## src/companion_pkg.sv

```systemverilog
/*
 * Constants shared by the processor companion core: register indices,
 * field positions, reset values and timing counts.
 * Assumes a 25 MHz system clock; every count below except PIN_GUARD_CYC is derived from it.
 */
package companion_pkg;
	// ==========================================================
	// timing
	localparam int CLK_HZ = 25_000_000;
	localparam int OSC_START_MAX_S = 2;
	localparam int RST_HOLD_MS = 100;
	localparam int WD_STEP_MS = 100;
	localparam int CAL_HZ = 512;
	localparam int SEC_CYC = CLK_HZ;
	localparam int RST_HOLD_CYC = CLK_HZ / 1000 * RST_HOLD_MS;
	localparam int WD_STEP_CYC = CLK_HZ / 1000 * WD_STEP_MS;
	localparam int CAL_HALF_CYC = CLK_HZ / (2 * CAL_HZ);
	localparam int PIN_GUARD_CYC = 4;
	// ==========================================================
	// register indices; byte address is four times the index
	localparam logic [5:0] IDX_RTC_CTRL = 6'h00;
	localparam logic [5:0] IDX_SEC = 6'h01;
	localparam logic [5:0] IDX_MIN = 6'h02;
	localparam logic [5:0] IDX_HOUR = 6'h03;
	localparam logic [5:0] IDX_WDAY = 6'h04;
	localparam logic [5:0] IDX_DATE = 6'h05;
	localparam logic [5:0] IDX_MONTH = 6'h06;
	localparam logic [5:0] IDX_YEAR = 6'h07;
	localparam logic [5:0] IDX_CENT = 6'h08;
	localparam logic [5:0] IDX_WD_FLAGS = 6'h09;
	localparam logic [5:0] IDX_WD_CFG = 6'h0A;
	localparam logic [5:0] IDX_SUP_CFG = 6'h0B;
	localparam logic [5:0] IDX_CNT_CFG = 6'h0C;
	localparam logic [5:0] IDX_EVENT_IN_1 = 6'h0D;
	localparam logic [5:0] IDX_EVENT_IN_2 = 6'h0E;
	localparam logic [5:0] IDX_SN_LO = 6'h0F;
	localparam logic [5:0] IDX_SN_HI = 6'h10;
	localparam logic [5:0] IDX_SN_LOCK = 6'h11;
	localparam logic [5:0] IDX_STATUS = 6'h12;
	// ==========================================================
	// field positions and values
	localparam int B_CAL_MODE = 0;
	localparam int B_OSC_EN_N = 1;
	localparam int B_WD_FLAG = 7;
	localparam int B_POR_FLAG = 6;
	localparam int B_WDE = 7;
	localparam int B_VTP = 0;
	localparam int B_BACKUP_CHG = 2;
	localparam logic [3:0] WD_RESTART_PAT = 4'hA;
	localparam logic [4:0] WD_OFF = 5'h1F;
	localparam logic [4:0] WD_TMO_RST = 5'h1F;
	localparam logic [7:0] SUP_CFG_RST = 8'h04;
endpackage

```

## src/companion_core.sv

```systemverilog
/*
 * Processor companion core: BCD clock/calendar, calibration and power-fail
 * output, supply and watchdog reset with manual reset, reset-source flags,
 * two event counters and a lockable serial number, behind a Wishbone slave.
 * Assumes analog comparators deliver digital levels on supply_low and
 * powerfail_in, and that the reset pin has an external weak pull-up.
 */
// Local design decisions: the register offsets and register access over Wishbone.
// Behaviour
// - clearing osc_enable_n starts oscillator within 2s
// - keep time fields seconds to centuries BCD
// - leap days correct through year 2099
// - calibration mode outputs 512 Hz square wave
// - otherwise output follows power-fail comparator
// - reset active while supply low, plus 100 ms
// - watchdog timeout 100 ms to 3 s
// - enabled watchdog expiry drives reset 100 ms
// - flag records supply or watchdog reset source
// - power-fail input compared with 1.2 V reference
// - serial number writable until locked
// - event counters count selected edges
// - edge polarity selectable per counter
// - answer only when select pins match address; the core still acks other selects, with zero read data
// - sample inputs on rising clock edges
// - serial slave accepts 100k, 400k, 1M rates
// - external low on reset pin is manual reset
// - companion answers on its own identifier
// - manual reset drives reset pin 100 ms
// - only pattern 1010b restarts and reloads watchdog; the core also restarts it while rst_n_oe is asserted
// - bus activity ignored while reset asserted; the core still acks, with zero read data
`timescale 1ns/100ps
module companion_core
	import companion_pkg::*;
#(
	parameter int SEC_CYCLES = SEC_CYC,
	parameter int HOLD_CYCLES = RST_HOLD_CYC,
	parameter int STEP_CYCLES = WD_STEP_CYC,
	parameter int CAL_HALF = CAL_HALF_CYC
) (
	input wire logic clk,
	input wire logic reset,
	input wire logic cyc_i,
	input wire logic stb_i,
	input wire logic we_i,
	input wire logic [9:0] adr_i,
	input wire logic [3:0] sel_i,
	input wire logic [31:0] dat_i,
	output logic [31:0] dat_o,
	output logic ack_o,
	input wire logic [1:0] dev_select,
	input wire logic supply_low,
	input wire logic powerfail_in,
	input wire logic event_in_1,
	input wire logic event_in_2,
	input wire logic rst_n_in,
	output logic rst_n_out,
	output logic rst_n_oe,
	output logic cal_or_pf_out,
	output logic osc_run,
	output logic vtp_sel,
	output logic backup_charge_en
);
	// ==========================================================
	// parameter check
	if (SEC_CYCLES < 2 || HOLD_CYCLES < 1 || STEP_CYCLES < 2 ||
	    CAL_HALF < 1) begin : g_bad
		$error("companion_core: counts too small");
	end

	// ==========================================================
	// pin synchronisers
	logic [1:0] dsel_s1_ff, dsel_s2_ff;
	logic sup_s1_ff, sup_s2_ff, pf_s1_ff, pf_s2_ff, rin_s1_ff, rin_s2_ff;
	logic [1:0] ev_s1_ff, ev_s2_ff, ev_prev_ff;
	// two flops per pin before any logic looks at it
	always_ff @(posedge clk) begin
		dsel_s1_ff <= dev_select;
		dsel_s2_ff <= dsel_s1_ff;
		sup_s1_ff <= supply_low;
		sup_s2_ff <= sup_s1_ff;
		pf_s1_ff <= powerfail_in;
		pf_s2_ff <= pf_s1_ff;
		rin_s1_ff <= rst_n_in;
		rin_s2_ff <= rin_s1_ff;
		ev_s1_ff <= {event_in_2, event_in_1};
		ev_s2_ff <= ev_s1_ff;
		ev_prev_ff <= ev_s2_ff;
	end

	// ==========================================================
	// bus slave
	logic ack_ff, rst_oe_ff, sel_ok, req, wr;
	logic [5:0] idx;
	logic [31:0] wmask;
	assign idx = adr_i[7:2];
	assign sel_ok = (adr_i[9:8] == dsel_s2_ff);
	assign req = cyc_i & stb_i & ~ack_ff;
	assign wr = req & we_i & sel_ok & ~rst_oe_ff;
	assign wmask = {{8{sel_i[3]}}, {8{sel_i[2]}}, {8{sel_i[1]}},
		{8{sel_i[0]}}};

	// control registers
	logic cal_mode_ff, osc_en_n_ff, wde_ff, lock_ff;
	logic [4:0] wd_tmo_ff;
	logic [7:0] sup_cfg_ff;
	logic [1:0] pol_ff;
	logic [63:0] sn_ff;
	always_ff @(posedge clk) begin
		if (reset) begin
			cal_mode_ff <= 1'b0;
			osc_en_n_ff <= 1'b1;
			wde_ff <= 1'b0;
			wd_tmo_ff <= WD_TMO_RST;
			sup_cfg_ff <= SUP_CFG_RST;
			pol_ff <= 2'b00;
		end else if (wr && sel_i[0]) begin
			if (idx == IDX_RTC_CTRL) begin
				cal_mode_ff <= dat_i[B_CAL_MODE];
				osc_en_n_ff <= dat_i[B_OSC_EN_N];
			end else if (idx == IDX_WD_CFG) begin
				wde_ff <= dat_i[B_WDE];
				wd_tmo_ff <= dat_i[4:0];
			end else if (idx == IDX_SUP_CFG) begin
				sup_cfg_ff <= dat_i[7:0];
			end else if (idx == IDX_CNT_CFG) begin
				pol_ff <= dat_i[1:0];
			end
		end
	end

	// serial number and its lock, lock only sets
	always_ff @(posedge clk) begin
		if (reset) begin
			sn_ff <= 64'h0;
			lock_ff <= 1'b0;
		end else if (wr && !lock_ff) begin
			if (idx == IDX_SN_LO) begin
				sn_ff[31:0] <= (sn_ff[31:0] & ~wmask) | (dat_i & wmask);
			end else if (idx == IDX_SN_HI) begin
				sn_ff[63:32] <= (sn_ff[63:32] & ~wmask) | (dat_i & wmask);
			end else if (idx == IDX_SN_LOCK && sel_i[0]) begin
				lock_ff <= dat_i[0];
			end
		end
	end

	// ==========================================================
	// oscillator, second tick and calibration wave
	logic [31:0] sec_pre_ff, cal_pre_ff;
	logic sec_tick, cal_wave_ff, osc_run_ff;
	assign sec_tick = osc_run_ff && (sec_pre_ff == 32'(SEC_CYCLES - 1));
	// single clock domain: writes land before the next tick uses them
	always_ff @(posedge clk) begin
		if (reset) begin
			osc_run_ff <= 1'b0;
			sec_pre_ff <= 32'h0;
			cal_pre_ff <= 32'h0;
			cal_wave_ff <= 1'b0;
		end else begin
			osc_run_ff <= ~osc_en_n_ff;
			sec_pre_ff <= (!osc_run_ff || sec_tick) ? 32'h0 :
				sec_pre_ff + 32'h1;
			if (!osc_run_ff || cal_pre_ff == 32'(CAL_HALF - 1)) begin
				cal_pre_ff <= 32'h0;
				cal_wave_ff <= osc_run_ff & ~cal_wave_ff;
			end else begin
				cal_pre_ff <= cal_pre_ff + 32'h1;
			end
		end
	end

	// ==========================================================
	// calendar
	function automatic logic [7:0] bcd_inc(input logic [7:0] v);
		bcd_inc = (v[3:0] == 4'h9) ? {v[7:4] + 4'h1, 4'h0} : v + 8'h01;
	endfunction
	function automatic logic [7:0] last_day(input logic [7:0] m,
		input logic [7:0] y);
		logic leap;
		leap = y[4] ? (y[3:0] == 4'h2 || y[3:0] == 4'h6) :
			(y[3:0] == 4'h0 || y[3:0] == 4'h4 || y[3:0] == 4'h8);
		if (m == 8'h02) begin
			last_day = leap ? 8'h29 : 8'h28;
		end else if (m == 8'h04 || m == 8'h06 || m == 8'h09 ||
		             m == 8'h11) begin
			last_day = 8'h30;
		end else begin
			last_day = 8'h31;
		end
	endfunction
	logic [7:0] sec_ff, min_ff, hour_ff, wday_ff, date_ff, mon_ff;
	logic [7:0] year_ff, cent_ff;
	// carry chain on each second, then software writes override
	always_ff @(posedge clk) begin
		if (reset) begin
			{sec_ff, min_ff, hour_ff} <= 24'h0;
			{wday_ff, date_ff, mon_ff} <= 24'h010101;
			{year_ff, cent_ff} <= 16'h0020;
		end else begin
			if (sec_tick) begin
				sec_ff <= (sec_ff == 8'h59) ? 8'h00 : bcd_inc(sec_ff);
				if (sec_ff == 8'h59) begin
					min_ff <= (min_ff == 8'h59) ? 8'h00 : bcd_inc(min_ff);
					if (min_ff == 8'h59) begin
						hour_ff <= (hour_ff == 8'h23) ? 8'h00 : bcd_inc(hour_ff);
						if (hour_ff == 8'h23) begin
							wday_ff <= (wday_ff == 8'h07) ? 8'h01 : wday_ff + 8'h01;
							date_ff <= bcd_inc(date_ff);
							if (date_ff == last_day(mon_ff, year_ff)) begin
								date_ff <= 8'h01;
								mon_ff <= bcd_inc(mon_ff);
								if (mon_ff == 8'h12) begin
									mon_ff <= 8'h01;
									year_ff <= bcd_inc(year_ff);
									if (year_ff == 8'h99) begin
										year_ff <= 8'h00;
										cent_ff <= bcd_inc(cent_ff);
									end
								end
							end
						end
					end
				end
			end
			if (wr && sel_i[0]) begin
				if (idx == IDX_SEC) sec_ff <= dat_i[7:0];
				else if (idx == IDX_MIN) min_ff <= dat_i[7:0];
				else if (idx == IDX_HOUR) hour_ff <= dat_i[7:0];
				else if (idx == IDX_WDAY) wday_ff <= dat_i[7:0];
				else if (idx == IDX_DATE) date_ff <= dat_i[7:0];
				else if (idx == IDX_MONTH) mon_ff <= dat_i[7:0];
				else if (idx == IDX_YEAR) year_ff <= dat_i[7:0];
				else if (idx == IDX_CENT) cent_ff <= dat_i[7:0];
			end
		end
	end

	// ==========================================================
	// event counters
	logic [15:0] cnt_ff [2];
	logic [1:0] ev_hit;
	for (genvar i = 0; i < 2; i++) begin : g_cnt
		logic [5:0] my_idx;
		assign my_idx = (i == 0) ? IDX_EVENT_IN_1 : IDX_EVENT_IN_2;
		// edge picked by polarity, 1 selects falling
		assign ev_hit[i] = pol_ff[i] ? (ev_prev_ff[i] & ~ev_s2_ff[i]) :
			(~ev_prev_ff[i] & ev_s2_ff[i]);
		always_ff @(posedge clk) begin
			if (reset) begin
				cnt_ff[i] <= 16'h0;
			end else if (wr && idx == my_idx) begin
				cnt_ff[i] <= (cnt_ff[i] & ~wmask[15:0]) |
					(dat_i[15:0] & wmask[15:0]);
			end else if (ev_hit[i]) begin
				cnt_ff[i] <= cnt_ff[i] + 16'h1;
			end
		end
	end

	// ==========================================================
	// watchdog
	logic [31:0] wd_pre_ff;
	logic [4:0] wd_cnt_ff, wd_load_ff;
	logic wd_restart, wd_step, wd_fire;
	assign wd_restart = (wr && sel_i[0] && idx == IDX_WD_FLAGS &&
		dat_i[3:0] == WD_RESTART_PAT) || rst_oe_ff;
	assign wd_step = (wd_pre_ff == 32'(STEP_CYCLES - 1));
	assign wd_fire = wd_step && wd_load_ff != WD_OFF &&
		(wd_cnt_ff + 5'h1 >= wd_load_ff);
	always_ff @(posedge clk) begin
		if (reset || wd_restart) begin
			wd_pre_ff <= 32'h0;
			wd_cnt_ff <= 5'h0;
			wd_load_ff <= reset ? WD_TMO_RST : wd_tmo_ff;
		end else begin
			wd_pre_ff <= wd_step ? 32'h0 : wd_pre_ff + 32'h1;
			if (wd_fire) wd_cnt_ff <= 5'h0;
			else if (wd_step) wd_cnt_ff <= wd_cnt_ff + 5'h1;
		end
	end

	// ==========================================================
	// reset pin: supply, watchdog and manual sources
	logic [31:0] hold_ff, nxt_hold;
	logic [2:0] guard_ff;
	logic man_det, por_flag_ff, wd_flag_ff, flag_clr;
	assign man_det = ~rin_s2_ff & ~rst_oe_ff & (guard_ff == 3'h0);
	always_comb begin
		nxt_hold = (hold_ff != 32'h0) ? hold_ff - 32'h1 : 32'h0;
		if (sup_s2_ff || man_det || (wd_fire && wde_ff)) begin
			nxt_hold = 32'(HOLD_CYCLES);
		end
	end
	// guard lets the pin recover before it is read as manual reset
	always_ff @(posedge clk) begin
		if (reset) begin
			hold_ff <= 32'h0;
			rst_oe_ff <= 1'b0;
			guard_ff <= 3'h0;
		end else begin
			hold_ff <= nxt_hold;
			rst_oe_ff <= (nxt_hold != 32'h0);
			guard_ff <= rst_oe_ff ? 3'(PIN_GUARD_CYC) :
				(guard_ff != 3'h0) ? guard_ff - 3'h1 : 3'h0;
		end
	end
	// source flags: set wins over write-one-to-clear
	assign flag_clr = wr && sel_i[0] && idx == IDX_WD_FLAGS;
	always_ff @(posedge clk) begin
		if (reset) begin
			por_flag_ff <= 1'b0;
			wd_flag_ff <= 1'b0;
		end else begin
			por_flag_ff <= sup_s2_ff |
				(por_flag_ff & ~(flag_clr & dat_i[B_POR_FLAG]));
			wd_flag_ff <= wd_fire |
				(wd_flag_ff & ~(flag_clr & dat_i[B_WD_FLAG]));
		end
	end

	// ==========================================================
	// read data and registered outputs
	logic [31:0] rd;
	always_comb begin
		rd = 32'h0;
		if (!sel_ok || rst_oe_ff) rd = 32'h0;
		else if (idx == IDX_RTC_CTRL) rd = {30'h0, osc_en_n_ff, cal_mode_ff};
		else if (idx == IDX_SEC) rd = {24'h0, sec_ff};
		else if (idx == IDX_MIN) rd = {24'h0, min_ff};
		else if (idx == IDX_HOUR) rd = {24'h0, hour_ff};
		else if (idx == IDX_WDAY) rd = {24'h0, wday_ff};
		else if (idx == IDX_DATE) rd = {24'h0, date_ff};
		else if (idx == IDX_MONTH) rd = {24'h0, mon_ff};
		else if (idx == IDX_YEAR) rd = {24'h0, year_ff};
		else if (idx == IDX_CENT) rd = {24'h0, cent_ff};
		else if (idx == IDX_WD_FLAGS) rd = {24'h0, wd_flag_ff, por_flag_ff,
			6'h0};
		else if (idx == IDX_WD_CFG) rd = {24'h0, wde_ff, 2'h0, wd_tmo_ff};
		else if (idx == IDX_SUP_CFG) rd = {24'h0, sup_cfg_ff};
		else if (idx == IDX_CNT_CFG) rd = {30'h0, pol_ff};
		else if (idx == IDX_EVENT_IN_1) rd = {16'h0, cnt_ff[0]};
		else if (idx == IDX_EVENT_IN_2) rd = {16'h0, cnt_ff[1]};
		else if (idx == IDX_SN_LO) rd = sn_ff[31:0];
		else if (idx == IDX_SN_HI) rd = sn_ff[63:32];
		else if (idx == IDX_SN_LOCK) rd = {31'h0, lock_ff};
		else if (idx == IDX_STATUS) rd = {30'h0, rst_oe_ff, pf_s2_ff};
	end
	always_ff @(posedge clk) begin
		if (reset) begin
			ack_ff <= 1'b0;
			dat_o <= 32'h0;
			cal_or_pf_out <= 1'b0;
		end else begin
			ack_ff <= req;
			dat_o <= (req && !we_i) ? rd : 32'h0;
			cal_or_pf_out <= cal_mode_ff ? cal_wave_ff : pf_s2_ff;
		end
	end
	assign ack_o = ack_ff;
	assign rst_n_oe = rst_oe_ff;
	assign rst_n_out = 1'b0;
	assign osc_run = osc_run_ff;
	assign vtp_sel = sup_cfg_ff[B_VTP];
	assign backup_charge_en = sup_cfg_ff[B_BACKUP_CHG];
endmodule

```

## config.mk

```make
export PLATFORM = sky130hd
export DESIGN_NAME = companion_core
export DESIGN_NICKNAME = d
export VERILOG_FILES = /design/src/companion_pkg.sv /design/src/companion_core.sv
export SDC_FILE = /design/constraint.sdc
export NUM_CORES = 1
export LEC_CHECK = 0
export BUFFER_PORTS_ARGS = -buffer_cell sky130_fd_sc_hd__buf_2
export CAP_MARGIN = 40
export CORE_ASPECT_RATIO = 1.75
export CORE_MARGIN = 5
export CORE_UTILIZATION = 50
export DETAILED_ROUTE_END_ITERATION = 6
export PLACE_DENSITY = 0.64
export SYNTH_ARGS = -nofsm -noshare
export SYNTH_HDL_FRONTEND = slang
export SYNTH_SLANG_ARGS = --single-unit
```

## constraint.sdc

```tcl
create_clock -name clk -period 3.84 [get_ports clk]
set_input_delay 0.384 -clock clk [delete_from_list [all_inputs] [get_ports clk]]
set_output_delay 0.384 -clock clk [all_outputs]
set_load 0.02 [all_outputs]
```

# == Word level (Yosys, flattened, before mapping) ==
# Memories as Yosys holds them, arrays and structs flattened.
# Cells that the tools add are included.
# word_totals
elab_cells,367
regBits,343
ramBits,32
inputBits,58
output_inout_bits,39
memories,1
# op_classes
bitwise,52
n_mux,145
n_reduce_logical,51
n_eq_ne,47
add_sub_neg,23
n_lt_le_gt_ge,1
# memory_table
memory,words,word_bits,rd,rd_ports_with_merged_regs,wr,line_no,text
cnt_ff,2,16,2,0,2,companion_core.sv:240,logic [15:0] cnt_ff [2];
# op_table
op,n
$mux 8,107
$mux 32,4
$add 32x1->32 const B,3
$and 32x32->32,3
$mux 16,6
$add 8x1->8 const B,8
$or 32x32->32,2
$reduce_bool 32->1,2
$and 16x16->16,3
$eq 6x4->1 const B,8
$eq 4x4->1 const B,9
$add 16x1->16 const B,2
$eq 32x15->1 const B,1
$eq 32x22->1 const B,1
$eq 32x25->1 const B,1
$not 32->32,1
$or 16x16->16,2
$sub 32x1->32 const B,1
$add 4x1->4 const B,7
$eq 6x3->1 const B,4
$eq 8x3->1 const B,3
$mux 1,22
$eq 6x5->1 const B,3
$not 1->1,18
38 further kinds,98

# == Longest topological paths before layout ==
# Gate-level depths: netlist (run 1).
# logic_depth
ltp_word,26
depth_mapped,14
mapped_depth_nobuf,10

# == Least setup slack after synthesis (run 1) ==
# Ideal clock, no wire load.
# synth_timing
path_type,register to register
startpoint,reg sec_pre_ff[28]
endpoint,reg cent_ff[2]
arrival_ps,2696
n_path_buf,2
path_slack_ps,1053
setup_ps,91
path_stages_with_launch,10
required_time_ps,3749
period_less_slack_ps,2787
cell_sequence,dfxtp_1 -> or4_1 -> or4_4 -> nor4_4 -> and2_1 -> buf_4 -> nand4_2 -> buf_6 -> or3_1 -> a311oi_1
# synth_between
elab_chain_cells,12
# synth_rtl
item,line_no,text
start: declaration,companion_core.sv:149,"logic [31:0] sec_pre_ff, cal_pre_ff;"
start signal: assignment,companion_core.sv:161,sec_pre_ff <= (!osc_run_ff || sec_tick) ? 32'h0 :
$eq 32x25->1 *,companion_core.sv:151,assign sec_tick = osc_run_ff && (sec_pre_ff == 32'(SEC_CYCLES - 1));
$logic_and 1x1->1 *,companion_core.sv:151,
$mux 8 *,companion_core.sv:200,if (sec_tick) begin
$mux 8,companion_core.sv:233,else if (idx == IDX_CENT) cent_ff <= dat_i[7:0];
$mux 8,companion_core.sv:232,else if (idx == IDX_YEAR) year_ff <= dat_i[7:0];
$mux 8,companion_core.sv:231,else if (idx == IDX_MONTH) mon_ff <= dat_i[7:0];
$mux 8,companion_core.sv:230,else if (idx == IDX_DATE) date_ff <= dat_i[7:0];
$mux 8,companion_core.sv:229,else if (idx == IDX_WDAY) wday_ff <= dat_i[7:0];
$mux 8,companion_core.sv:228,else if (idx == IDX_HOUR) hour_ff <= dat_i[7:0];
$mux 8,companion_core.sv:227,else if (idx == IDX_MIN) min_ff <= dat_i[7:0];
$mux 8,companion_core.sv:226,if (idx == IDX_SEC) sec_ff <= dat_i[7:0];
$mux 8 *,companion_core.sv:225,if (wr && sel_i[0]) begin
end signal: assignment,companion_core.sv:217,cent_ff <= bcd_inc(cent_ff);
end signal: assignment,companion_core.sv:233,
end: declaration,companion_core.sv:192,"logic [7:0] year_ff, cent_ff;"
# Mark *: on every way between the ends. The rest lies on a longest branch, timed or not.
# A chain may end at the register's enable or synchronous reset.

# == Final worst setup path (run 1) ==
# layout_timing
startpoint,reg mon_ff[4]
endpoint,reg year_ff[7]
# layout_between
elab_chain_cells,25
word_cells_on_any_way,31
classes_between,7 x eq/ne; 21 x mux; 3 x reduce/logical
# layout_rtl
item,line_no,text
start: declaration,companion_core.sv:191,"logic [7:0] sec_ff, min_ff, hour_ff, wday_ff, date_ff, mon_ff;"
start signal: assignment,companion_core.sv:211,mon_ff <= bcd_inc(mon_ff);
start signal: assignment,companion_core.sv:231,
$eq 8x3->1,companion_core.sv:184,end else if (m == 8'h04 || m == 8'h06 || m == 8'h09 ||
$logic_or 1x1->1 (3 in series),companion_core.sv:184,
$mux 1,companion_core.sv:184,
$mux 5,companion_core.sv:182,if (m == 8'h02) begin
$mux 8,companion_core.sv:206,if (hour_ff == 8'h23) begin
$mux 8,companion_core.sv:204,if (min_ff == 8'h59) begin
$mux 8,companion_core.sv:202,if (sec_ff == 8'h59) begin
$mux 8,companion_core.sv:200,
[... 7 more ...],n/a,
$mux 8,companion_core.sv:232,
$mux 8,companion_core.sv:231,
$mux 8,companion_core.sv:230,
$mux 8,companion_core.sv:229,
$mux 8,companion_core.sv:228,
$mux 8,companion_core.sv:227,
$mux 8,companion_core.sv:226,
$mux 8 *,companion_core.sv:225,
end signal: assignment,companion_core.sv:214,year_ff <= bcd_inc(year_ff);
end signal: assignment,companion_core.sv:232,
end: declaration,companion_core.sv:192,
# Mark *: on every way between the ends. The rest lies on a longest branch, timed or not. The select of a mux whose other input is x is not followed.

==> flow_results.xml, run 1 <==
<?xml version="1.0" encoding="UTF-8"?>
<metrics>
  <group name="outcome">
    <metric name="run_status" unit="">completed</metric>
  </group>
  <group name="setup_path">
    <metric name="crit-reg2reg-launch" unit="">mon_ff[4]$_SDFF_PP0_</metric>
    <metric name="crit_path_max_incr_delay" unit="ns">0.45</metric>
    <metric name="worst_path_cell_trace" unit="">inv_1 &gt; ha_1 &gt; nor4b_1 &gt; a211o_1 &gt; a211oi_1 &gt; nor4b_1 &gt; nor2_1 &gt; buf_4 &gt; nor4_1 &gt; xnor2_1 &gt; o32ai_1</metric>
    <metric name="worst-path-max-fanout" unit="">10</metric>
    <metric name="worst_setup_endpoint" unit="">year_ff[7]$_SDFF_PP0_</metric>
    <metric name="worst_r2r_path_depth" unit="">11</metric>
    <metric name="timing.critical_path.to_type" unit="">flop</metric>
    <metric name="timing.critical_path.mode_cell" unit="">sky130_fd_sc_hd__nor4b_1</metric>
    <metric name="timing.critical_path.arrival" unit="ns">3.59</metric>
    <metric name="worst-endpoint-required" unit="ns">4.23</metric>
    <metric name="setup.worst_path.start_class" unit="">flop</metric>
    <metric name="startpoint" unit="">mon_ff[4]$_SDFF_PP0_</metric>
    <metric name="crit_slowest_cell" unit="">sky130_fd_sc_hd__dfxtp_1</metric>
    <metric name="r2r_end" unit="">year_ff[7]$_SDFF_PP0_</metric>
    <metric name="worst-r2r-setup-slack" unit="ns">0.64</metric>
    <metric name="setup.worst_path.class" unit="">reg -&gt; reg</metric>
  </group>
  <group name="synthesis">
    <metric name="ys_seq_area_frac" unit="">0.416</metric>
    <metric name="yosys.cell_count.top_type" unit="">sky130_fd_sc_hd__dfxtp_1</metric>
    <metric name="postSynthAreaPerCell" unit="um^2">8.06</metric>
    <metric name="synth.top_cell.area_share" unit="">0.357</metric>
    <metric name="postSynthCellCount" unit="">2352</metric>
    <metric name="synthDistinctLibCells" unit="">79</metric>
    <metric name="synth.largest_area_cell" unit="">sky130_fd_sc_hd__dfxtp_1</metric>
    <metric name="synth_area_leaders" unit="">sky130_fd_sc_hd__dfxtp_1, sky130_fd_sc_hd__nor2_1, sky130_fd_sc_hd__edfxtp_1</metric>
    <metric name="ys.flop_type" unit="">sky130_fd_sc_hd__dfxtp_1</metric>
    <metric name="synth_warn" unit="">0</metric>
    <metric name="syn_nets" unit="">2447</metric>
    <metric name="ys_async_sr_fraction" unit="">0</metric>
    <metric name="post_synth_most_frequent_cells" unit="">sky130_fd_sc_hd__dfxtp_1, sky130_fd_sc_hd__nor2_1, sky130_fd_sc_hd__nand2_1, sky130_fd_sc_hd__a21oi_1, sky130_fd_sc_hd__nand3_1</metric>
    <metric name="netlist_area" unit="mm^2">0.0190</metric>
    <metric name="synth_edf_count" unit="">37</metric>
    <metric name="number_of_register_bits_inferred_by_synthesis" unit="">375</metric>
  </group>
  <group name="power_and_ir_drop">
    <metric name="cellLeakagePower" unit="nW">7.38</metric>
    <metric name="worst_vdd_ir" unit="V">0.000315</metric>
    <metric name="power" unit="mW">8.35</metric>
    <metric name="p_per_cell_area" unit="mW/mm^2">394</metric>
  </group>
  <group name="timing">
    <metric name="timing.setup.tns" unit="ns">0</metric>
    <metric name="timing.final.crit_share" unit="">0.833</metric>
    <metric name="timing.final.hold_violations" unit="">0</metric>
    <metric name="timing.final.max_slew_violations" unit="">0</metric>
    <metric name="min_period" unit="ns">3.20</metric>
    <metric name="holdWs" unit="ns">0.103</metric>
    <metric name="rsz_0062_raised_after_global_routing" unit="">no</metric>
    <metric name="final_critical_path_setup_slack" unit="ns">0.640</metric>
    <metric name="achievable-frequency" unit="MHz">312</metric>
    <metric name="worst-slew-pin-transition" unit="ns">0.883</metric>
    <metric name="setup_violations" unit="">0</metric>
    <metric name="maxSlewHeadroom" unit="">0.409</metric>
    <metric name="clock_skew" unit="ns">0.0220</metric>
  </group>
  <group name="drt">
    <metric name="postRouteAntennaNets" unit="">0</metric>
    <metric name="route.final.wire_length" unit="um">56700</metric>
    <metric name="drt-pass1-iter-count" unit="">5</metric>
    <metric name="drt-initial-drc-count" unit="">1426</metric>
    <metric name="drc" unit="">0</metric>
    <metric name="post_dr_wirelength_cell" unit="um">19.5</metric>
    <metric name="vias" unit="">17700</metric>
    <metric name="detail_route.vias_per_cell" unit="">6.09</metric>
  </group>
  <group name="die">
    <metric name="floorplan.io_pins" unit="">97</metric>
    <metric name="initial_core_util" unit="">0.505</metric>
    <metric name="fp-row-count" unit="">94</metric>
    <metric name="die_h" unit="um">268</metric>
    <metric name="die_area" unit="mm^2">0.0421</metric>
    <metric name="floorplan.die.width" unit="um">157</metric>
    <metric name="core_region_area" unit="mm^2">0.0375</metric>
  </group>
  <group name="grt">
    <metric name="first_global_vias" unit="">17200</metric>
    <metric name="grt_start_max_net_pins" unit="">72</metric>
    <metric name="first_pass_grt_wire_length" unit="um">89000</metric>
    <metric name="overflow" unit="">0</metric>
    <metric name="initial_antenna_violation_count" unit="">1</metric>
    <metric name="grtUsageTotal" unit="">0.261</metric>
  </group>
  <group name="clock_network">
    <metric name="cts.path.max_buffers" unit="">3</metric>
    <metric name="cts_resized" unit="">0</metric>
    <metric name="cts.htree.levels" unit="">2</metric>
    <metric name="tritoncts" unit="">done</metric>
    <metric name="cts_buffers" unit="">38</metric>
    <metric name="clock-sinks" unit="">375</metric>
    <metric name="cts_root_buffer" unit="">sky130_fd_sc_hd__clkbuf_16</metric>
    <metric name="cts_hold_buf" unit="">7</metric>
    <metric name="cts.clk_slew.worst_paths" unit="ns">0.06</metric>
    <metric name="worst_skew_pair.late_latency" unit="ns">0.55</metric>
    <metric name="post_cts_buffers" unit="">0</metric>
  </group>
  <group name="layout">
    <metric name="post-route-cell-area" unit="mm^2">0.0212</metric>
    <metric name="area_delta_synth_final" unit="%">11.8</metric>
    <metric name="post_route_cells_drive_above_1_share" unit="">0.0956</metric>
    <metric name="nNetsFinal" unit="">2494</metric>
  </group>
  <group name="hold_path">
    <metric name="worst_hold_path_type" unit="">in -&gt; reg</metric>
  </group>
  <group name="job">
    <metric name="maxCapViolCount" unit="">0</metric>
  </group>
  <group name="placed_design">
    <metric name="place_hpwl" unit="um">39600</metric>
    <metric name="preCtsSetupSlack" unit="ns">0.685</metric>
    <metric name="gpl.final_weighted_congestion" unit="">0.977</metric>
    <metric name="placed_cell_area" unit="mm^2">0.0199</metric>
    <metric name="place.port_buffers" unit="">93</metric>
  </group>
</metrics>
## layout by cell type (no fill, tap or decap), types with 12 or more instances in the layout
| master | instances |
|---|---|
| sky130_fd_sc_hd__nor2_1 | 298 |
| sky130_fd_sc_hd__nor2b_1 | 19 |
| sky130_fd_sc_hd__mux2i_1 | 24 |
| sky130_fd_sc_hd__o22ai_1 | 15 |
| sky130_fd_sc_hd__xnor2_1 | 63 |
| sky130_fd_sc_hd__a22oi_1 | 36 |
| sky130_fd_sc_hd__ha_1 | 37 |
| sky130_fd_sc_hd__a211oi_1 | 39 |
| sky130_fd_sc_hd__dfxtp_1 | 338 |
| sky130_fd_sc_hd__buf_4 | 47 |
| sky130_fd_sc_hd__nand2b_1 | 13 |
| sky130_fd_sc_hd__and3_1 | 44 |
| sky130_fd_sc_hd__nand4_1 | 35 |
| sky130_fd_sc_hd__and2_1 | 13 |
| sky130_fd_sc_hd__nor3b_1 | 22 |
| sky130_fd_sc_hd__a21oi_1 | 205 |
| sky130_fd_sc_hd__inv_1 | 44 |
| sky130_fd_sc_hd__nand2_1 | 265 |
| sky130_fd_sc_hd__buf_2 | 93 |
| sky130_fd_sc_hd__a221o_1 | 14 |
| sky130_fd_sc_hd__a221oi_1 | 15 |
| sky130_fd_sc_hd__clkbuf_16 | 39 |
| sky130_fd_sc_hd__o21ai_0 | 112 |
| sky130_fd_sc_hd__nor4_1 | 37 |
| sky130_fd_sc_hd__edfxtp_1 | 37 |
| sky130_fd_sc_hd__nand3_1 | 162 |
| sky130_fd_sc_hd__a31oi_1 | 24 |
| sky130_fd_sc_hd__or3_1 | 12 |
| sky130_fd_sc_hd__nor3_1 | 61 |
| sky130_fd_sc_hd__xor2_1 | 87 |
## area by class of cell
type,count,area (um^2)
Antenna cell,1,2.50
Clock buffer,55,1130
Clock inverter,14,123
Fill cell,3494,16300
Inverter,45,169
Multi-Input combinational cell,1792,10400
Sequential cell,375,7880
Tap cell,480,601
Timing Repair Buffer,147,888
## stage by stage
| stage | cells | util |
|---|---|---|
| after global routing | 2909 | 0.565 |
| after floorplan | 2352 | - |
| after global placement | 2831 | 0.529 |
| after detailed placement | 2832 | 0.529 |
| final | 2909 | 0.565 |
| after CTS | 2908 | 0.564 |
## worst max-delay path, delay by kind of cell (launching register included)
kind | cells | cell delay, ns
compound gates | 3 | 0.66
buf+inv | 2 | 0.39
simple gates | 4 | 1.14
flops | 1 | 0.45
xor+xnor | 1 | 0.16
fa+ha+maj | 1 | 0.25
## how the worst min path moves through the flow
stage,from,endpoint,depth (start not counted)
5_1_grt,dat_i[23],flop,3
3_3_place_gp,ev_s1_ff[1]$_DFF_P_,ev_s2_ff[1]$_DFF_P_,0
6_report,dat_i[17],flop,3
3_5_place_dp,ev_s1_ff[0]$_DFF_P_,ev_s2_ff[0]$_DFF_P_,0
4_1_cts,dat_i[17],flop,3
2_1_floorplan,dsel_s1_ff[0]$_DFF_P_,dsel_s2_ff[0]$_DFF_P_,0
## per-layer routing
metal,global-route usage,vias to the layer above,wire length (um)
li1,-,8483,-
met1,0.285,8387,20800
met2,0.475,652,29100
met3,0.0293,200,3070
met4,0.158,0,3740
met5,0,-,0
## where the power goes
part	switching (mW)	leakage (nW)	internal (mW)
Clock	1.60	0.609	2.12
Combinational	0.370	3.66	0.180
Sequential	0.0770	3.11	4.01
## cells by family (layout without fill, tap and decap cells)
logic type | after synthesis | count (layout) | share of synthesized area
xor+xnor | 150 | 150 | 0.0693
mux | 29 | 29 | 0.0162
buf+inv | 185 | 261 | 0.0376
flops | 375 | 375 | 0.416
other cells | 1 | 2 | 0.000198
fa+ha+maj | 37 | 37 | 0.0244
simple gates | 1049 | 1049 | 0.266
compound gates | 526 | 526 | 0.171
No activity file was read; power rests on OpenSTA's default activity.
==> inputs of run 2 (changes only) <==
Settings changed: ABC_AREA from default to 1.
Clock period 3.84 ns to 3.22 ns, I/O delays scaled along.
==> run 2 against run 1 <==
Effect of this change:
- highest routed layer unchanged
- sequential share of layout area is 2.9 points lower
- via count is 12% higher
- register-to-register slack worse by 0.15 ns
- design area is 8.6% higher
- utilization is 0.13 points lower
- largest cell class unchanged
- clock-buffer cell count is 5 lower
==> flow_results.xml, run 2 <==
<?xml version="1.0" encoding="UTF-8"?>
<metrics>
  <group name="power_and_ir_drop">
    <metric name="p_sw_frac" unit="">0.249</metric>
    <metric name="cellLeakagePower" unit="nW">9.00</metric>
    <metric name="power.switching" unit="mW">2.52</metric>
    <metric name="sequentialPowerShare" unit="">0.477</metric>
    <metric name="power.share.combinational" unit="">0.067</metric>
    <metric name="p_per_cell_area" unit="mW/mm^2">441</metric>
    <metric name="power.share.clock" unit="">0.457</metric>
    <metric name="power" unit="mW">10.1</metric>
    <metric name="internal-power" unit="mW">7.62</metric>
    <metric name="worst_vdd_ir" unit="V">0.000410</metric>
  </group>
  <group name="timing">
    <metric name="timing.setup.tns" unit="ns">0</metric>
    <metric name="clock_skew" unit="ns">0.0198</metric>
    <metric name="timing.final.max_slew_violations" unit="">0</metric>
    <metric name="maxSlewHeadroom" unit="">0.499</metric>
    <metric name="setup_violations" unit="">0</metric>
    <metric name="timing.final.crit_share" unit="">0.849</metric>
    <metric name="worst-slew-pin-transition" unit="ns">0.751</metric>
    <metric name="holdWs" unit="ns">0.0392</metric>
    <metric name="achievable-frequency" unit="MHz">366</metric>
    <metric name="rsz_0062_raised_after_global_routing" unit="">no</metric>
    <metric name="timing.final.hold_violations" unit="">0</metric>
    <metric name="final_critical_path_setup_slack" unit="ns">0.485</metric>
    <metric name="min_period" unit="ns">2.74</metric>
  </group>
  <group name="clock_network">
    <metric name="clock-sinks" unit="">375</metric>
    <metric name="worst_skew_pair.late_latency" unit="ns">0.55</metric>
    <metric name="cts.path.max_buffers" unit="">3</metric>
    <metric name="cts.htree.levels" unit="">2</metric>
    <metric name="cts_root_buffer" unit="">sky130_fd_sc_hd__clkbuf_16</metric>
    <metric name="cts.clk_slew.worst_paths" unit="ns">0.07</metric>
    <metric name="post_cts_buffers" unit="">0</metric>
    <metric name="tritoncts" unit="">done</metric>
    <metric name="cts_buffers" unit="">37</metric>
    <metric name="cts_resized" unit="">0</metric>
  </group>
  <group name="layout">
    <metric name="layout.cells.most_common_list" unit="">sky130_fd_sc_hd__nand2_1, sky130_fd_sc_hd__inv_1, sky130_fd_sc_hd__nor2_1</metric>
    <metric name="post_route_cells_drive_above_1_share" unit="">0.106</metric>
    <metric name="area_delta_synth_final" unit="%">11.8</metric>
    <metric name="nNetsFinal" unit="">3102</metric>
    <metric name="number_of_antenna_repair_diodes" unit="">0</metric>
    <metric name="layout.cells.most_common" unit="">sky130_fd_sc_hd__nand2_1</metric>
  </group>
  <group name="grt">
    <metric name="grt_use_met2" unit="">0.496</metric>
    <metric name="grtUsageTotal" unit="">0.266</metric>
    <metric name="grt_most_used_layer" unit="">met2</metric>
    <metric name="initial_antenna_violation_count" unit="">0</metric>
    <metric name="overflow" unit="">0</metric>
    <metric name="first_pass_grt_wire_length" unit="um">98400</metric>
    <metric name="grt_use_met3" unit="">0.0347</metric>
    <metric name="global_route.usage.met1" unit="">0.286</metric>
    <metric name="first_global_vias" unit="">19600</metric>
    <metric name="grt_start_max_net_pins" unit="">70</metric>
  </group>
  <group name="synthesis">
    <metric name="synthDistinctLibCells" unit="">66</metric>
    <metric name="yosys.cell_count.top_type" unit="">sky130_fd_sc_hd__nand2_1</metric>
    <metric name="synth_warn" unit="">0</metric>
    <metric name="post_synth_most_frequent_cells" unit="">sky130_fd_sc_hd__nand2_1, sky130_fd_sc_hd__inv_1, sky130_fd_sc_hd__nor2_1, sky130_fd_sc_hd__dfxtp_1, sky130_fd_sc_hd__a21oi_1</metric>
    <metric name="netlist_area" unit="mm^2">0.0206</metric>
    <metric name="synth.top_cell.area_share" unit="">0.329</metric>
    <metric name="ys_seq_area_frac" unit="">0.383</metric>
    <metric name="ys_async_sr_fraction" unit="">0</metric>
    <metric name="number_of_register_bits_inferred_by_synthesis" unit="">375</metric>
    <metric name="synth_area_leaders" unit="">sky130_fd_sc_hd__dfxtp_1, sky130_fd_sc_hd__nand2_1, sky130_fd_sc_hd__inv_1</metric>
    <metric name="ys.flop_type" unit="">sky130_fd_sc_hd__dfxtp_1</metric>
    <metric name="postSynthAreaPerCell" unit="um^2">7.07</metric>
    <metric name="synth.largest_area_cell" unit="">sky130_fd_sc_hd__dfxtp_1</metric>
    <metric name="postSynthCellCount" unit="">2912</metric>
    <metric name="syn_nets" unit="">3007</metric>
    <metric name="synth_edf_count" unit="">37</metric>
  </group>
  <group name="setup_path">
    <metric name="startpoint" unit="">wd_cnt_ff[0]$_SDFFE_PP0P_</metric>
    <metric name="setup.worst_path.start_class" unit="">flop</metric>
    <metric name="worst-path-max-fanout" unit="">12</metric>
    <metric name="worst_path_cell_trace" unit="">ha_1 &gt; nand3_1 &gt; xor2_1 &gt; inv_1 &gt; ha_1 &gt; nand2_1 &gt; inv_1 &gt; nand4_1 &gt; nand4_1 &gt; nand4_4 &gt; nand2_2 &gt; a21oi_1 &gt; nor2_1 &gt; nand2_1 &gt; nor2_1 &gt; a21oi_1</metric>
    <metric name="timing.critical_path.to_type" unit="">flop</metric>
    <metric name="crit_slowest_cell" unit="">sky130_fd_sc_hd__dfxtp_1</metric>
    <metric name="setup.worst_path.class" unit="">reg -&gt; reg</metric>
    <metric name="crit_path_max_incr_delay" unit="ns">0.39</metric>
    <metric name="worst-endpoint-required" unit="ns">3.64</metric>
    <metric name="crit-reg2reg-launch" unit="">wd_cnt_ff[0]$_SDFFE_PP0P_</metric>
    <metric name="timing.critical_path.arrival" unit="ns">3.16</metric>
  </group>
  <group name="drt">
    <metric name="route.final.wire_length" unit="um">61500</metric>
    <metric name="detail_route.vias_per_cell" unit="">5.54</metric>
    <metric name="drc" unit="">0</metric>
    <metric name="postRouteAntennaNets" unit="">0</metric>
    <metric name="post_dr_wirelength_cell" unit="um">17.1</metric>
    <metric name="drt-pass1-iter-count" unit="">6</metric>
    <metric name="drt-initial-drc-count" unit="">1434</metric>
    <metric name="vias" unit="">19900</metric>
  </group>
  <group name="hold_path">
    <metric name="worst_hold_path_type" unit="">in -&gt; reg</metric>
    <metric name="hold_path_startpoint" unit="">dat_i[14]</metric>
  </group>
  <group name="die">
    <metric name="floorplan.die.width" unit="um">163</metric>
    <metric name="die_h" unit="um">278</metric>
    <metric name="die_area" unit="mm^2">0.0455</metric>
    <metric name="fp-row-count" unit="">98</metric>
    <metric name="initial_core_util" unit="">0.504</metric>
    <metric name="floorplan.io_pins" unit="">97</metric>
    <metric name="core_region_area" unit="mm^2">0.0408</metric>
  </group>
  <group name="job">
    <metric name="maxCapViolCount" unit="">0</metric>
  </group>
  <group name="placed_design">
    <metric name="preCtsSetupSlack" unit="ns">0.497</metric>
    <metric name="place.port_buffers" unit="">93</metric>
    <metric name="place_hpwl" unit="um">46200</metric>
    <metric name="gpl.final_weighted_congestion" unit="">0.915</metric>
  </group>
  <group name="outcome">
    <metric name="run_status" unit="">completed</metric>
  </group>
</metrics>
## run 2: cell types whose count changed after synthesis, moves of 46 or more
cell                       before  now
sky130_fd_sc_hd__clkbuf_1     126   45
sky130_fd_sc_hd__nand4_1       35   81
sky130_fd_sc_hd__xnor2_1       63   17
sky130_fd_sc_hd__o21ai_0      112  181
sky130_fd_sc_hd__nand2_1      265  548
sky130_fd_sc_hd__inv_1         44  384
## run 2: cells by family (layout without fill, tap and decap cells)
family	after synthesis	after routing	synth area share
AND/OR/NAND/NOR	1392	1392	0.316
AO/OA/AOI/OAI	540	540	0.151
buffers and inverters	484	608	0.0916
flip-flops	375	375	0.383
XOR/XNOR	83	83	0.0353
adder cells (fa/ha/maj)	37	37	0.0225
other	1	1	0.000182
## run 2: repair_timing
action	in CTS	in global routing
endpoints found under the hold margin	7	0
setup endpoints to repair	0	0
hold buffers	7	0
## run 2: power by group through the flow
stage               combinational [mW]  sequential [mW]  clock, mW
floorplan                        0.427             4.92          0
global placement                 0.652             4.94          0
detailed placement               0.658             4.94          0
CTS                              0.668             4.83       4.74
global route                     0.745             4.84       4.92
finish                           0.675             4.83       4.63
## run 2: worst max-delay path: cells and delay by family (launching register included)
| family | cells | cell delay, ns |
|---|---|---|
| and+or+nand+nor | 9 | 1.25 |
| adders and majority gates | 2 | 0.52 |
| DFF | 1 | 0.39 |
| AOI/OAI and AO/OA | 2 | 0.16 |
| buffers and inverters | 2 | 0.15 |
| xor gates and xnor gates | 1 | 0.14 |
## run 2: stage by stage
step / std cells / utilization / instance area [um^2]
floorplan: 2912 / - / 20600
global placement: 3511 / 0.530 / 21600
detailed placement: 3511 / 0.530 / 21600
CTS: 3586 / 0.563 / 23000
global route: 3586 / 0.563 / 23000
finish: 3586 / 0.563 / 23000
## run 2: path summary, 6_finish.rpt
path                            slack, ns  cells past startpoint                   to
worst max-delay path                 0.48                     16  rst_n_oe$_SDFF_PP0_
worst min-delay path                 0.04                      3                 flop
worst max register to register       0.48                     16  rst_n_oe$_SDFF_PP0_
worst min register to register       0.32                      0    sup_s2_ff$_DFF_P_
## run 2: cell type report
cell class	instances	area, um^2
tap	550	688
fill	4027	17800
inverter	407	1530
clock inverter	18	208
multi-input combinational	2053	10800
sequential	375	7880
clock buffer	50	1090
timing repair buffer	133	796
## run 2: layer usage
metal,part of all wire,wire length [um]
met3,0.049,3020
met2,0.52,31900
met1,0.37,22900
met5,0,0
met4,0.059,3650
